$ cat src/hw/opa_pkg.sv
// package: register indices, field positions, reset values and timing for the protection front end
package opa_pkg;
    // register indices; the byte address is four times the index
    localparam logic [15:0] IDX_AMP_ENABLE = 16'h404e;
    localparam logic [15:0] IDX_AMP_GAIN = 16'h40f2;
    localparam logic [15:0] IDX_GROUND_TEMP = 16'h40f3;
    localparam logic [15:0] IDX_EVENT_FILTER = 16'h4100;
    localparam logic [15:0] IDX_CMP_CTRL_0 = 16'h4101;
    localparam logic [15:0] IDX_CMP_CTRL_1 = 16'h4102;
    localparam logic [15:0] IDX_DRIVER_OUT = 16'h4103;
    localparam int ADDR_SHIFT = 2;

    // amplifier_enable_control fields
    localparam int AMP_BUS_EN_BIT = 0;
    localparam int AMP_PHA_EN_BIT = 1;
    localparam int AMP_PHB_EN_BIT = 2;
    localparam logic [2:0] AMP_ENABLE_RST = 3'h0;

    // amplifier_gain_control fields
    localparam int GAIN_ROUTE_BIT = 0;
    localparam int GAIN_BUS_LSB = 1;
    localparam int GAIN_PHASE_LSB = 4;
    localparam int GAIN_DAC_LSB_BIT = 7;
    localparam logic [7:0] AMP_GAIN_RST = 8'h00;

    // ground_switch_temp_adjust fields
    localparam int TEMP_BOTTOM_BIT = 0;
    localparam int TEMP_TOP_BIT = 1;
    localparam int BUS_GND_BIT = 2;
    localparam int PHASE_GND_BIT = 3;
    localparam logic [3:0] GROUND_TEMP_RST = 4'h0;

    // event_filter_reg fields
    localparam int EVF_MODE_LSB = 0;
    localparam int EVF_SRC_BIT = 2;
    localparam int EVF_WIDTH_LSB = 3;
    localparam int EVF_TEMP_LSB = 5;
    localparam logic [6:0] EVENT_FILTER_RST = 7'h00;

    // comparator_ctrl_0 fields
    localparam int CC0_IRQ_MODE_LSB = 0;
    localparam int CC0_EDGE_SEL_BIT = 2;
    localparam logic [2:0] CMP_CTRL_0_RST = 3'h0;

    // comparator_ctrl_1 fields
    localparam int CC1_MODE_LSB = 0;
    localparam int CC1_HYST_BIT = 2;
    localparam int CC1_ENABLE_BIT = 3;
    localparam logic [3:0] CMP_CTRL_1_RST = 4'h0;

    // driver_output_reg fields
    localparam int DRV_MOE_BIT = 0;
    localparam int DRV_FLAG_BIT = 1;
    localparam int DRV_CMP_OUT_BIT = 2;
    localparam logic MOE_RST = 1'b0;

    // encodings
    localparam logic [1:0] PROT_MODE_NOTIFY = 2'b00;
    localparam logic [1:0] PROT_MODE_SHUTDOWN = 2'b01;
    localparam logic [1:0] CMP_IRQ_PROTECT = 2'b11;
    localparam logic [1:0] CMP_MODE_SINGLE = 2'b00;
    localparam logic [1:0] CMP_MODE_DUAL = 2'b01;
    localparam logic [2:0] GAIN_RESERVED = 3'b101;
    localparam logic [3:0] TEMP_RESERVED = 4'b0111;

    // glitch filter widths in system clock cycles
    localparam logic [4:0] FILT_WIDTH_1 = 5'd4;
    localparam logic [4:0] FILT_WIDTH_2 = 5'd8;
    localparam logic [4:0] FILT_WIDTH_3 = 5'd16;

    // pin synchroniser depth
    localparam int SYNC_STAGES = 3;

    typedef enum logic [1:0] {
        OPA_GAIN_EXTERNAL,
        OPA_GAIN_INTERNAL,
        OPA_GAIN_RESERVED
    } opa_gain_kind_t;
endpackage

$ cat src/hw/opa_glitch_filter.sv
// glitch filter: output follows the input once it has held steady for the selected width
module opa_glitch_filter
    import opa_pkg::*;
(
    input wire logic clock,
    input wire logic sys_rst,
    input wire logic sig_in,
    input wire logic [1:0] width_sel,
    output logic sig_out
);
    logic [4:0] cnt;
    logic [4:0] limit;

    // width decode, code 0 bypasses the filter
    assign limit = (width_sel == 2'b01) ? FILT_WIDTH_1 :
                   (width_sel == 2'b10) ? FILT_WIDTH_2 : FILT_WIDTH_3;

    // count cycles of disagreement; a short pulse resets the count and never reaches the output
    always_ff @(posedge clock or posedge sys_rst)
    begin
        if (sys_rst)
        begin
            cnt <= 5'h00;
            sig_out <= 1'b0;
        end
        else if (width_sel == 2'b00)
        begin
            cnt <= 5'h00;
            sig_out <= sig_in;
        end
        else if (sig_in == sig_out)
            cnt <= 5'h00;
        else if (cnt == limit - 5'd1)
        begin
            cnt <= 5'h00;
            sig_out <= sig_in;
        end
        else
            cnt <= cnt + 5'd1;
    end
endmodule

$ cat src/hw/opa_ctrl.sv
// overcurrent protection and analog front-end control with an AHB-Lite register slave
// Behaviour
// three amplifier enable bits, reset zero
// phase gain code maps 2X to 16X
// bus gain code uses same mapping
// gain bit seven holds converter LSB
// gain bit zero routes comparator to pin
// phase ground bit grounds inputs, lowers midpoint
// bus ground bit grounds bus input
// temperature code assembled from two registers
// temperature code order, 0111 reserved
// comparator mode single, dual or triple
// software enables comparator last
// protection event in mode 01 clears main output enable
// mode 01 clears enable and flags
// mode 00 only flags, keeps enable
// source one takes external line edge
// source zero takes comparator rising edge
// filter width 4, 8 or 16
// filtered signal lags by width, plus one
// comparator high sets flag, goes filtered
// triple any phase, single bus current
// software sets analog pins before enabling
// cleared enable and flag stay until software
module opa_ctrl
    import opa_pkg::*;
(
    input wire logic clock,
    input wire logic sys_rst,
    input wire logic hsel,
    input wire logic [31:0] haddr,
    input wire logic [1:0] htrans,
    input wire logic hwrite,
    input wire logic [2:0] hsize,
    input wire logic [31:0] hwdata,
    input wire logic hready,
    output logic [31:0] hrdata,
    output logic hreadyout,
    output logic hresp,
    input wire logic [2:0] current_comparator,
    input wire logic external_interrupt_line,
    output logic bus_amp_enable,
    output logic phase_a_amp_enable,
    output logic phase_b_amp_enable,
    output logic [2:0] phase_gain_sel,
    output logic [2:0] bus_gain_sel,
    output opa_gain_kind_t phase_gain_kind,
    output logic [1:0] phase_gain_log2,
    output opa_gain_kind_t bus_gain_kind,
    output logic [1:0] bus_gain_log2,
    output logic dac_data_lsb,
    output logic shared_pin_route_en,
    output logic phase_neg_ground_en,
    output logic bus_neg_ground_en,
    output logic phase_midpoint_reduced,
    output logic bus_midpoint_reduced,
    output logic [3:0] temp_code,
    output logic temp_code_valid,
    output logic [1:0] current_comparator_mode,
    output logic current_comparator_hyst,
    output logic current_comparator_enable,
    output logic current_comparator_out_flag,
    output logic main_output_enable,
    output logic protection_irq
);
    import opa_pkg::*;

    // software-held state
    logic [2:0] amp_enable_q;
    logic [7:0] amp_gain_q;
    logic [3:0] ground_temp_q;
    logic [6:0] event_filter_q;
    logic [2:0] cmp_ctrl_0_q;
    logic [3:0] cmp_ctrl_1_q;
    logic moe_q;
    logic prot_flag_q;

    // bus phase tracking
    logic wr_pending;
    logic rd_pending;
    logic [15:0] dp_index;

    // input conditioning
    logic [3:0] sync_1;
    logic [3:0] sync_2;
    logic [3:0] sync_3;
    logic [3:0] clean;
    logic filtered;
    logic filtered_d;

    // address phase decode
    wire logic addr_take = hsel && htrans[1] && hready;
    wire logic [15:0] ap_index = haddr[ADDR_SHIFT +: 16];
    wire logic in_range = (haddr[31:ADDR_SHIFT + 16] == '0) && (haddr[ADDR_SHIFT - 1:0] == '0);

    // data phase write strobes, unmapped indices fall through and are ignored
    wire logic wr_amp_en = wr_pending && (dp_index == IDX_AMP_ENABLE);
    wire logic wr_amp_gain = wr_pending && (dp_index == IDX_AMP_GAIN);
    wire logic wr_gnd_temp = wr_pending && (dp_index == IDX_GROUND_TEMP);
    wire logic wr_evf = wr_pending && (dp_index == IDX_EVENT_FILTER);
    wire logic wr_cc0 = wr_pending && (dp_index == IDX_CMP_CTRL_0);
    wire logic wr_cc1 = wr_pending && (dp_index == IDX_CMP_CTRL_1);
    wire logic wr_drv = wr_pending && (dp_index == IDX_DRIVER_OUT);

    // comparator channel and event filter fields
    wire logic [1:0] cmp_mode = cmp_ctrl_1_q[CC1_MODE_LSB +: 2];
    wire logic cmp_en = cmp_ctrl_1_q[CC1_ENABLE_BIT];
    wire logic [1:0] cmp_irq_mode = cmp_ctrl_0_q[CC0_IRQ_MODE_LSB +: 2];
    wire logic edge_falling = cmp_ctrl_0_q[CC0_EDGE_SEL_BIT];
    wire logic [1:0] prot_mode = event_filter_q[EVF_MODE_LSB +: 2];
    wire logic prot_src = event_filter_q[EVF_SRC_BIT];
    wire logic [1:0] filt_width = event_filter_q[EVF_WIDTH_LSB +: 2];

    // comparator output combined by channel mode; a disabled comparator reads low
    wire logic cmp_level = !cmp_en ? 1'b0 :
                           (cmp_mode == CMP_MODE_SINGLE) ? clean[0] :
                           (cmp_mode == CMP_MODE_DUAL) ? (clean[0] || clean[1]) :
                           (|clean[2:0]);
    wire logic ext_level = edge_falling ? !clean[3] : clean[3];

    // pre-filter protection level; the comparator path only counts in protect irq mode
    wire logic prot_level = prot_src ? ext_level :
                            ((cmp_irq_mode == CMP_IRQ_PROTECT) && cmp_level);
    wire logic prot_event = filtered && !filtered_d;
    wire logic auto_off = prot_event && (prot_mode == PROT_MODE_SHUTDOWN);

    // gain decode, shared by both amplifier fields
    wire logic [2:0] ph_code = amp_gain_q[GAIN_PHASE_LSB +: 3];
    wire logic [2:0] bus_code = amp_gain_q[GAIN_BUS_LSB +: 3];
    wire logic ph_internal = (ph_code >= 3'b001) && (ph_code <= 3'b100);
    wire logic bus_internal = (bus_code >= 3'b001) && (bus_code <= 3'b100);
    wire logic [1:0] ph_log2 = ph_code[1:0] - 2'd1;
    wire logic [1:0] bus_log2 = bus_code[1:0] - 2'd1;
    wire opa_gain_kind_t ph_kind = (ph_code == GAIN_RESERVED) ? OPA_GAIN_RESERVED :
                                   ph_internal ? OPA_GAIN_INTERNAL : OPA_GAIN_EXTERNAL;
    wire opa_gain_kind_t bus_kind = (bus_code == GAIN_RESERVED) ? OPA_GAIN_RESERVED :
                                    bus_internal ? OPA_GAIN_INTERNAL : OPA_GAIN_EXTERNAL;

    // temperature code: top, two middle bits from the event filter register, bottom
    wire logic [3:0] temp_next = {ground_temp_q[TEMP_TOP_BIT], event_filter_q[EVF_TEMP_LSB +: 2],
                                  ground_temp_q[TEMP_BOTTOM_BIT]};

    // read mux for the register selected in the data phase
    wire logic [31:0] rd_mux =
        (dp_index == IDX_AMP_ENABLE) ? {29'h0, amp_enable_q} :
        (dp_index == IDX_AMP_GAIN) ? {24'h0, amp_gain_q} :
        (dp_index == IDX_GROUND_TEMP) ? {28'h0, ground_temp_q} :
        (dp_index == IDX_EVENT_FILTER) ? {25'h0, event_filter_q} :
        (dp_index == IDX_CMP_CTRL_0) ? {29'h0, cmp_ctrl_0_q} :
        (dp_index == IDX_CMP_CTRL_1) ? {28'h0, cmp_ctrl_1_q} :
        (dp_index == IDX_DRIVER_OUT) ? {29'h0, cmp_level, prot_flag_q, moe_q} :
        32'h0000_0000;

    // bus phase capture; reads take one wait state so hrdata comes from a flop
    always_ff @(posedge clock or posedge sys_rst)
    begin
        if (sys_rst)
        begin
            wr_pending <= 1'b0;
            rd_pending <= 1'b0;
            dp_index <= 16'h0000;
        end
        else if (hready)
        begin
            wr_pending <= addr_take && hwrite;
            rd_pending <= addr_take && !hwrite;
            dp_index <= in_range ? ap_index : 16'hffff;
        end
        else
            rd_pending <= 1'b0;
    end

    // bus answer; only OKAY is ever given
    always_ff @(posedge clock or posedge sys_rst)
    begin
        if (sys_rst)
        begin
            hreadyout <= 1'b1;
            hrdata <= 32'h0000_0000;
            hresp <= 1'b0;
        end
        else
        begin
            hreadyout <= !(addr_take && !hwrite && hready);
            hrdata <= rd_pending ? rd_mux : hrdata;
            hresp <= 1'b0;
        end
    end

    // plain control registers, written in the data phase
    always_ff @(posedge clock or posedge sys_rst)
    begin
        if (sys_rst)
        begin
            amp_enable_q <= AMP_ENABLE_RST;
            amp_gain_q <= AMP_GAIN_RST;
            ground_temp_q <= GROUND_TEMP_RST;
            event_filter_q <= EVENT_FILTER_RST;
            cmp_ctrl_0_q <= CMP_CTRL_0_RST;
            cmp_ctrl_1_q <= CMP_CTRL_1_RST;
        end
        else
        begin
            if (wr_amp_en)
                amp_enable_q <= hwdata[2:0];
            if (wr_amp_gain)
                amp_gain_q <= hwdata[7:0];
            if (wr_gnd_temp)
                ground_temp_q <= hwdata[3:0];
            if (wr_evf)
                event_filter_q <= hwdata[6:0];
            if (wr_cc0)
                cmp_ctrl_0_q <= hwdata[2:0];
            if (wr_cc1)
                cmp_ctrl_1_q <= hwdata[3:0];
        end
    end

    // main output enable and protection flag; hardware wins over a same-cycle software write
    always_ff @(posedge clock or posedge sys_rst)
    begin
        if (sys_rst)
        begin
            moe_q <= MOE_RST;
            prot_flag_q <= 1'b0;
        end
        else
        begin
            if (auto_off)
                moe_q <= 1'b0;
            else if (wr_drv)
                moe_q <= hwdata[DRV_MOE_BIT];
            if (prot_event)
                prot_flag_q <= 1'b1;
            else if (wr_drv && hwdata[DRV_FLAG_BIT])
                prot_flag_q <= 1'b0;
        end
    end

    // three-stage pin synchroniser; a change is taken once stages two and three agree
    always_ff @(posedge clock or posedge sys_rst)
    begin
        if (sys_rst)
        begin
            sync_1 <= 4'h0;
            sync_2 <= 4'h0;
            sync_3 <= 4'h0;
            clean <= 4'h0;
        end
        else
        begin
            sync_1 <= {external_interrupt_line, current_comparator};
            sync_2 <= sync_1;
            sync_3 <= sync_2;
            clean <= (sync_2 & sync_3) | (clean & (sync_2 | sync_3));
        end
    end

    // glitch filter on the protection level
    opa_glitch_filter u_filter (
        .clock(clock),
        .sys_rst(sys_rst),
        .sig_in(prot_level),
        .width_sel(filt_width),
        .sig_out(filtered)
    );

    // edge detection after the filter, so a filtered-out glitch never fires
    always_ff @(posedge clock or posedge sys_rst)
    begin
        if (sys_rst)
            filtered_d <= 1'b0;
        else
            filtered_d <= filtered;
    end

    // registered outputs: amplifier controls and routing
    always_ff @(posedge clock or posedge sys_rst)
    begin
        if (sys_rst)
        begin
            bus_amp_enable <= 1'b0;
            phase_a_amp_enable <= 1'b0;
            phase_b_amp_enable <= 1'b0;
            phase_gain_sel <= 3'h0;
            bus_gain_sel <= 3'h0;
            phase_gain_kind <= OPA_GAIN_EXTERNAL;
            phase_gain_log2 <= 2'h0;
            bus_gain_kind <= OPA_GAIN_EXTERNAL;
            bus_gain_log2 <= 2'h0;
            dac_data_lsb <= 1'b0;
            shared_pin_route_en <= 1'b0;
        end
        else
        begin
            bus_amp_enable <= amp_enable_q[AMP_BUS_EN_BIT];
            phase_a_amp_enable <= amp_enable_q[AMP_PHA_EN_BIT];
            phase_b_amp_enable <= amp_enable_q[AMP_PHB_EN_BIT];
            phase_gain_sel <= ph_code;
            bus_gain_sel <= bus_code;
            phase_gain_kind <= ph_kind;
            phase_gain_log2 <= ph_internal ? ph_log2 : 2'h0;
            bus_gain_kind <= bus_kind;
            bus_gain_log2 <= bus_internal ? bus_log2 : 2'h0;
            dac_data_lsb <= amp_gain_q[GAIN_DAC_LSB_BIT];
            shared_pin_route_en <= amp_gain_q[GAIN_ROUTE_BIT];
        end
    end

    // registered outputs: ground switches, temperature, comparator and protection
    always_ff @(posedge clock or posedge sys_rst)
    begin
        if (sys_rst)
        begin
            phase_neg_ground_en <= 1'b0;
            bus_neg_ground_en <= 1'b0;
            phase_midpoint_reduced <= 1'b0;
            bus_midpoint_reduced <= 1'b0;
            temp_code <= 4'h0;
            temp_code_valid <= 1'b1;
            current_comparator_mode <= 2'h0;
            current_comparator_hyst <= 1'b0;
            current_comparator_enable <= 1'b0;
            current_comparator_out_flag <= 1'b0;
            main_output_enable <= 1'b0;
            protection_irq <= 1'b0;
        end
        else
        begin
            phase_neg_ground_en <= ground_temp_q[PHASE_GND_BIT];
            bus_neg_ground_en <= ground_temp_q[BUS_GND_BIT];
            phase_midpoint_reduced <= ground_temp_q[PHASE_GND_BIT];
            bus_midpoint_reduced <= ground_temp_q[BUS_GND_BIT];
            temp_code <= temp_next;
            temp_code_valid <= (temp_next != TEMP_RESERVED);
            current_comparator_mode <= cmp_mode;
            current_comparator_hyst <= cmp_ctrl_1_q[CC1_HYST_BIT];
            current_comparator_enable <= cmp_en;
            current_comparator_out_flag <= cmp_level;
            main_output_enable <= moe_q && !auto_off;
            protection_irq <= prot_flag_q || prot_event;
        end
    end
endmodule

$ cat config.mk
export PLATFORM = sky130hd
export DESIGN_NAME = opa_ctrl
export DESIGN_NICKNAME = d
export VERILOG_FILES = /design/src/hw/opa_pkg.sv /design/src/hw/opa_glitch_filter.sv /design/src/hw/opa_ctrl.sv
export SDC_FILE = /design/constraint.sdc
export NUM_CORES = 1
export LEC_CHECK = 0
export BUFFER_PORTS_ARGS = -buffer_cell sky130_fd_sc_hd__buf_2
export CAP_MARGIN = 5
export CORE_MARGIN = 2
export CORE_UTILIZATION = 51
export CTS_CLUSTER_SIZE = 25
export DETAILED_ROUTE_END_ITERATION = 10
export HOLD_SLACK_MARGIN = 0.15
export PLACE_DENSITY_LB_ADDON = 0.25
export SLEW_MARGIN = 0
export SYNTH_ARGS = -nofsm -noshare
export SYNTH_HDL_FRONTEND = slang
export SYNTH_HIERARCHICAL = 1
export SYNTH_SLANG_ARGS = --single-unit
$ cat constraint.sdc
create_clock -name clock -period 3.4 [get_ports clock]
set_input_delay 0 -clock clock [delete_from_list [all_inputs] [get_ports clock]]
set_output_delay 0 -clock clock [all_outputs]
set_load 0.005 [all_outputs]
Yosys cells after proc, flatten, opt, wreduce, memory -nomap -nowiden
Index checks and enable logic that the tools add are counted.
{"block": "classes", "n_reduce_logical": 36, "eq_ne": 18, "bitwise_logic": 4, "add_sub_neg": 4, "mux": 32, "magnitude_cmp": 4}
{"operator": "$eq A16 B15 Y1 const B", "count": 7}
{"operator": "$mux W5", "count": 5}
{"operator": "$logic_and A1 B1 Y1", "count": 20}
{"operator": "$mux W16", "count": 1}
{"operator": "$mux W8", "count": 2}
{"operator": "$mux W1", "count": 15}
{"operator": "$logic_not A14 Y1", "count": 1}
{"operator": "$mux W7", "count": 2}
{"operator": "$and A4 B4 Y4", "count": 2}
{"operator": "$mux W2", "count": 4}
{"operator": "$mux W4", "count": 2}
{"operator": "$or A4 B4 Y4", "count": 2}
{"operator": "$eq A2 B1 Y1 const B", "count": 3}
{"operator": "$eq A3 B3 Y1 const B", "count": 2}
{"operator": "$ge A3 B1 Y1 const B", "count": 2}
{"operator": "$le A3 B3 Y1 const B", "count": 2}
{"operator": "$logic_not A2 Y1", "count": 3}
{"operator": "$reduce_bool A2 Y1", "count": 3}
{"operator": "$add A5 B1 Y5 const B", "count": 1}
{"operator": "$eq A5 B5 Y1", "count": 1}
{"operator": "$logic_not A1 Y1", "count": 5}
{"operator": "$sub A5 B1 Y5 const B", "count": 1}
{"operator": "$eq A2 B2 Y1 const B", "count": 2}
{"operator": "$ne A4 B3 Y1 const B", "count": 1}
{"operator": "other kinds (7)", "count": 9}
{"block": "word_totals", "input_bits": 78, "regBits": 138, "output_inout_bits": 69}

Depth between registers and ports, before layout
{"block": "logic_depth", "word_depth": 11, "mapped_depth": 6, "depth_no_buf": 6}

Modules after synthesis
The synthesis kept the hierarchy.
{"module": "opa_ctrl", "cells_each": 326, "area_per_inst_um2": 4344.2, "seq_area_each_um2": 2705.1, "instances": 1}
{"module": "opa_glitch_filter", "cells_each": 29, "area_per_inst_um2": 326.6, "seq_area_each_um2": 150.1, "instances": 1}

Least setup slack after synthesis
OpenSTA, ideal clock, no wires.
{"block": "synth_timing", "path_type": "register -> register", "start": "register dp_index[12]", "end": "register event_filter_q[0]", "path_stages_with_launch": 6, "arrival_ns": 1.700, "setup_ns": 0.125, "setup_slack_ns": 1.575, "path_cell_list": "dfrtp_1 > nor4b_4 > nand4_2 > or3_1 > buf_6 > mux2_4"}
{"block": "synth_between", "elab_chain_cells": 2}
{"element": "start, declared", "line": "opa_ctrl.sv:81", "rtl": "logic [15:0] dp_index;"}
{"element": "start signal, assigned", "line": "opa_ctrl.sv:167", "rtl": "dp_index <= in_range ? ap_index : 16'hffff;"}
{"element": "$eq A16 B15 Y1", "line": "opa_ctrl.sv:100", "rtl": "wire logic wr_evf = wr_pending && (dp_index == IDX_EVENT_FILTER);"}
{"element": "$logic_and A1 B1 Y1", "line": "opa_ctrl.sv:100"}
{"element": "end signal, assigned", "line": "opa_ctrl.sv:211", "rtl": "event_filter_q <= hwdata[6:0];"}
{"element": "end, declared", "line": "opa_ctrl.sv:72", "rtl": "logic [6:0] event_filter_q;"}
No other way between the ends.
A chain may end at the register's enable or synchronous reset.

Worst setup path in the final report
{"block": "layout_timing", "start": "register dp_index[1]", "end": "register amp_gain_q[4]"}
{"block": "layout_between", "elab_chain_cells": 2}
{"element": "$eq A16 B15 Y1", "line": "opa_ctrl.sv:98", "rtl": "wire logic wr_amp_gain = wr_pending && (dp_index == IDX_AMP_GAIN);"}
{"element": "$logic_and A1 B1 Y1", "line": "opa_ctrl.sv:98"}
{"element": "end signal, assigned", "line": "opa_ctrl.sv:207", "rtl": "amp_gain_q <= hwdata[7:0];"}
{"element": "end, declared", "line": "opa_ctrl.sv:70", "rtl": "logic [7:0] amp_gain_q;"}
No other way between the ends.

==> results.ini <==
[global_routing]
grt_max_degree = 83
antenna_found_initial = 0
grt_pass1_vias = 3460
grt_usage_pct = 22.87
grt-ovfl-total = 0
grt_pass1_wl_um = 17120

[die]
die_w_um = 99.70
die_area_um2 = 9940
num_rows = 34
initial_utilization_pct = 53.04
core_um2 = 8806
num_io_pins = 147
die_y_um = 99.70

[yosys]
ys_seq_elements = 114
muxShareOfSynthArea_pct = 9.349
post_synth.cell_area_avg_um2 = 13.16
synth_top_family_by_area = simple AND/OR/NAND/NOR gates
ys_warn_count = 6
synth_xor_area_share_pct = 1.473
synth_compound_area_share_pct = 8.117
yosys.area_share.adder_pct = 2.732
ys_top_cells_by_area = dfrtp_1 (60%), mux2_2 (5.8%), buf_4 (4.3%), o22a_1 (2.8%), mux2_4 (2.3%)
synth_top_area_share_pct = 60.01
synthSimpleGateAreaFrac_pct = 10.80
synth_area_um2 = 4671
synth-edff-count = 0
synth_area_leader_cell = dfrtp_1
syn_inst = 355
synthArstFlopShare_pct = 100.0
ys_seq_area_share_pct = 61.13
synth_top_flop_cell = dfrtp_1
ys_types = 56

[detailed_routing]
first_iter_violations = 175
drt-wirelength-per-cell_um = 16.12
dr_total_vias = 3284
dr.pass1.iters = 4
routed_wirelength_um = 10250
antenna_left = 0
vias_per_cell = 5.164
drc = 0

[finish]
layout_common_cells = dfrtp_1 (112), buf_2 (93), dlygate4sd3_1 (56)
drive_gt1_share_pct = 31.63
num_antenna_cells = 0
fin_cells = 636
final_common_cell = dfrtp_1
layout.nets = 600
area_growth_pct = 34.48

[timing]
layout_setup_ws_ns = 1.204
worstMarginPinSlew_ns = 0.9816
clock_skew_ns = 0.006436
period_share_pct = 64.59
setup_viol_count_final = 0
hold_viol_final = 0
fin_crit_ns = 2.196
fmax_mhz = 455.3
grt_setup_unrepaired = false
max_slew_margin_pct = 34.56
drv_slew = 0
setup_tns_ns = 0

[min_path]
hold_path.class = in2reg

[worst_setup_path]
worstPathMaxFanout = 11
worstSetupStartpointType = register
end_kind = register
worstSetupPathType = reg2reg
cp_data_arrival_time_ns = 2.59
required_ns = 3.80

[status]
status = finished, final reports clean

[clock_network]
clockBufferDepth = 2
h-tree-depth = 4
cts_tree = yes
cts.reportedPaths.clkPinSlew_ns = 0.05
cts_sinks = 114
clock_latency_ns = 0.51
numCtsBuffers = 17
clock-root-buffer = clkbuf_8
ctsResizeCount = 0

[power_and_ir_drop]
swShare_pct = 21.07
intPower_w = 0.002620
p_clk_share_pct = 51.6
p_per_area_nw_per_um2 = 528.6
ir_worst_vdd_uv = 327.6
p_leak_nw = 2.964
combPwrFrac_pct = 5.4
seqPwrFrac_pct = 43.0
p_switching_w = 0.0006995
p_total_w = 0.003320

[placement]
dp_hpwl_um = 6462
post-place-cells = 548
port_buffers = 93
place.gp.congestion = 0.8689
dp_worst_setup_slack_ns = 1.246

[flow_run]
cap_violations = 0

-- final timing paths --
check / depth (start not counted) / start / end / slack [ns]
max: 4 / dp_index[1]$_DFFE_PP0P_ / amp_gain_q[4]$_DFFE_PP0P_ / 1.20
min in group asynchronous: 3 / sys_rst / temp_code[2]$_DFF_PP0_ / 0.28
min reg2reg: 0 / sync_1[2]$_DFF_PP0_ / sync_2[2]$_DFF_PP0_ / 0.35
min: 3 / hwdata[7] / amp_gain_q[7]$_DFFE_PP0P_ / 0.27
max reg2reg: 4 / dp_index[1]$_DFFE_PP0P_ / amp_gain_q[4]$_DFFE_PP0P_ / 1.20
max in group asynchronous: 4 / sys_rst / hreadyout$_DFF_PP1_ / 2.26
-- area by class of cell --
type	count	area [um^2]
clock buffers	22	442.9
clock inverters	10	133.9
fillers	614	2525
inverters	14	55.05
multi-input cells	216	1610
flip-flops and latches	114	2855
well taps	108	135.1
repair buffers	152	1049
-- routing by layer --
| layer | GRT usage, % | vias up | part of all wire, % |
|---|---|---|---|
| met4 | 8.008 | 0 | 1.6 |
| met5 | 0 | - | 0 |
| met3 | 8.222 | 15 | 6.6 |
| met2 | 37.37 | 120 | 51 |
| met1 | 28.31 | 1620 | 41 |
| li1 | - | 1529 | - |
-- Yosys cell counts (5+ instances only) --
library cell and n:
nor2_1 15, nor2b_1 8, o22a_1 15, mux2_4 7, nor3_1 12, buf_4 27, mux2_2 24, ha_1 7
mux2i_1 5, inv_1 14, nor4_1 7, nand2_1 17, dfrtp_1 112, nand2b_1 5
-- sequential cells by signal, indices dropped and copies added, names as in the netlist, 3 cells and up --
register and flops:
event_filter_q 7, phase_gain_sel 3, amp_enable_q 3, temp_code 4, u_filter/cnt 5, sync_1 4
cmp_ctrl_0_q 3, dp_index 16, sync_3 4, ground_temp_q 4, hrdata 8, cmp_ctrl_1_q 4
amp_gain_q 8, sync_2 4, clean 4, bus_gain_sel 3
-- through the flow --
| stage | util (%) | hold slack [ns] | area [um^2] |
|---|---|---|---|
| final | 71.33 | 0.2669 | 6281 |
| after CTS | 71.33 | 0.2582 | 6281 |
| after floorplan | - | -0.2090 | 4761 |
| after global placement | 58.41 | -0.04639 | 5144 |
| after global routing | 71.33 | 0.2576 | 6281 |
| after detailed placement | 58.41 | -0.04125 | 5144 |
-- timing repair --
action	in CTS	in global routing
setup buffers	0	0
hold buffers	56	0
endpoints found under the hold margin	139	0
setup endpoints to repair	0	0
-- power by group through the flow --
stage | clock network [W] | registers [W] | logic [W]
floorplan | 0 | 0.00144 | 0.000103
global placement | 0 | 0.00145 | 0.000139
detailed placement | 0 | 0.00145 | 0.000144
CTS | 0.00175 | 0.00143 | 0.000179
global route | 0.00180 | 0.00143 | 0.000203
finish | 0.00171 | 0.00143 | 0.000181
-- critical path, stage by stage (launching register included) --
cell and delay (ns):
dfrtp_1 0.60, nand2_1 0.22, or3_1 0.40, nor2_2 0.45
mux2_2 0.40
-- logic make-up (layout without fill, tap and decap cells) --
family,after synthesis,count (layout)
fa+ha+maj,11,11
xor+xnor,7,7
flops,114,114
other cells,1,25
simple gates,89,89
mux,37,37
buf+inv,49,198
compound gates,47,47
No activity file was read; power rests on OpenSTA's default activity.
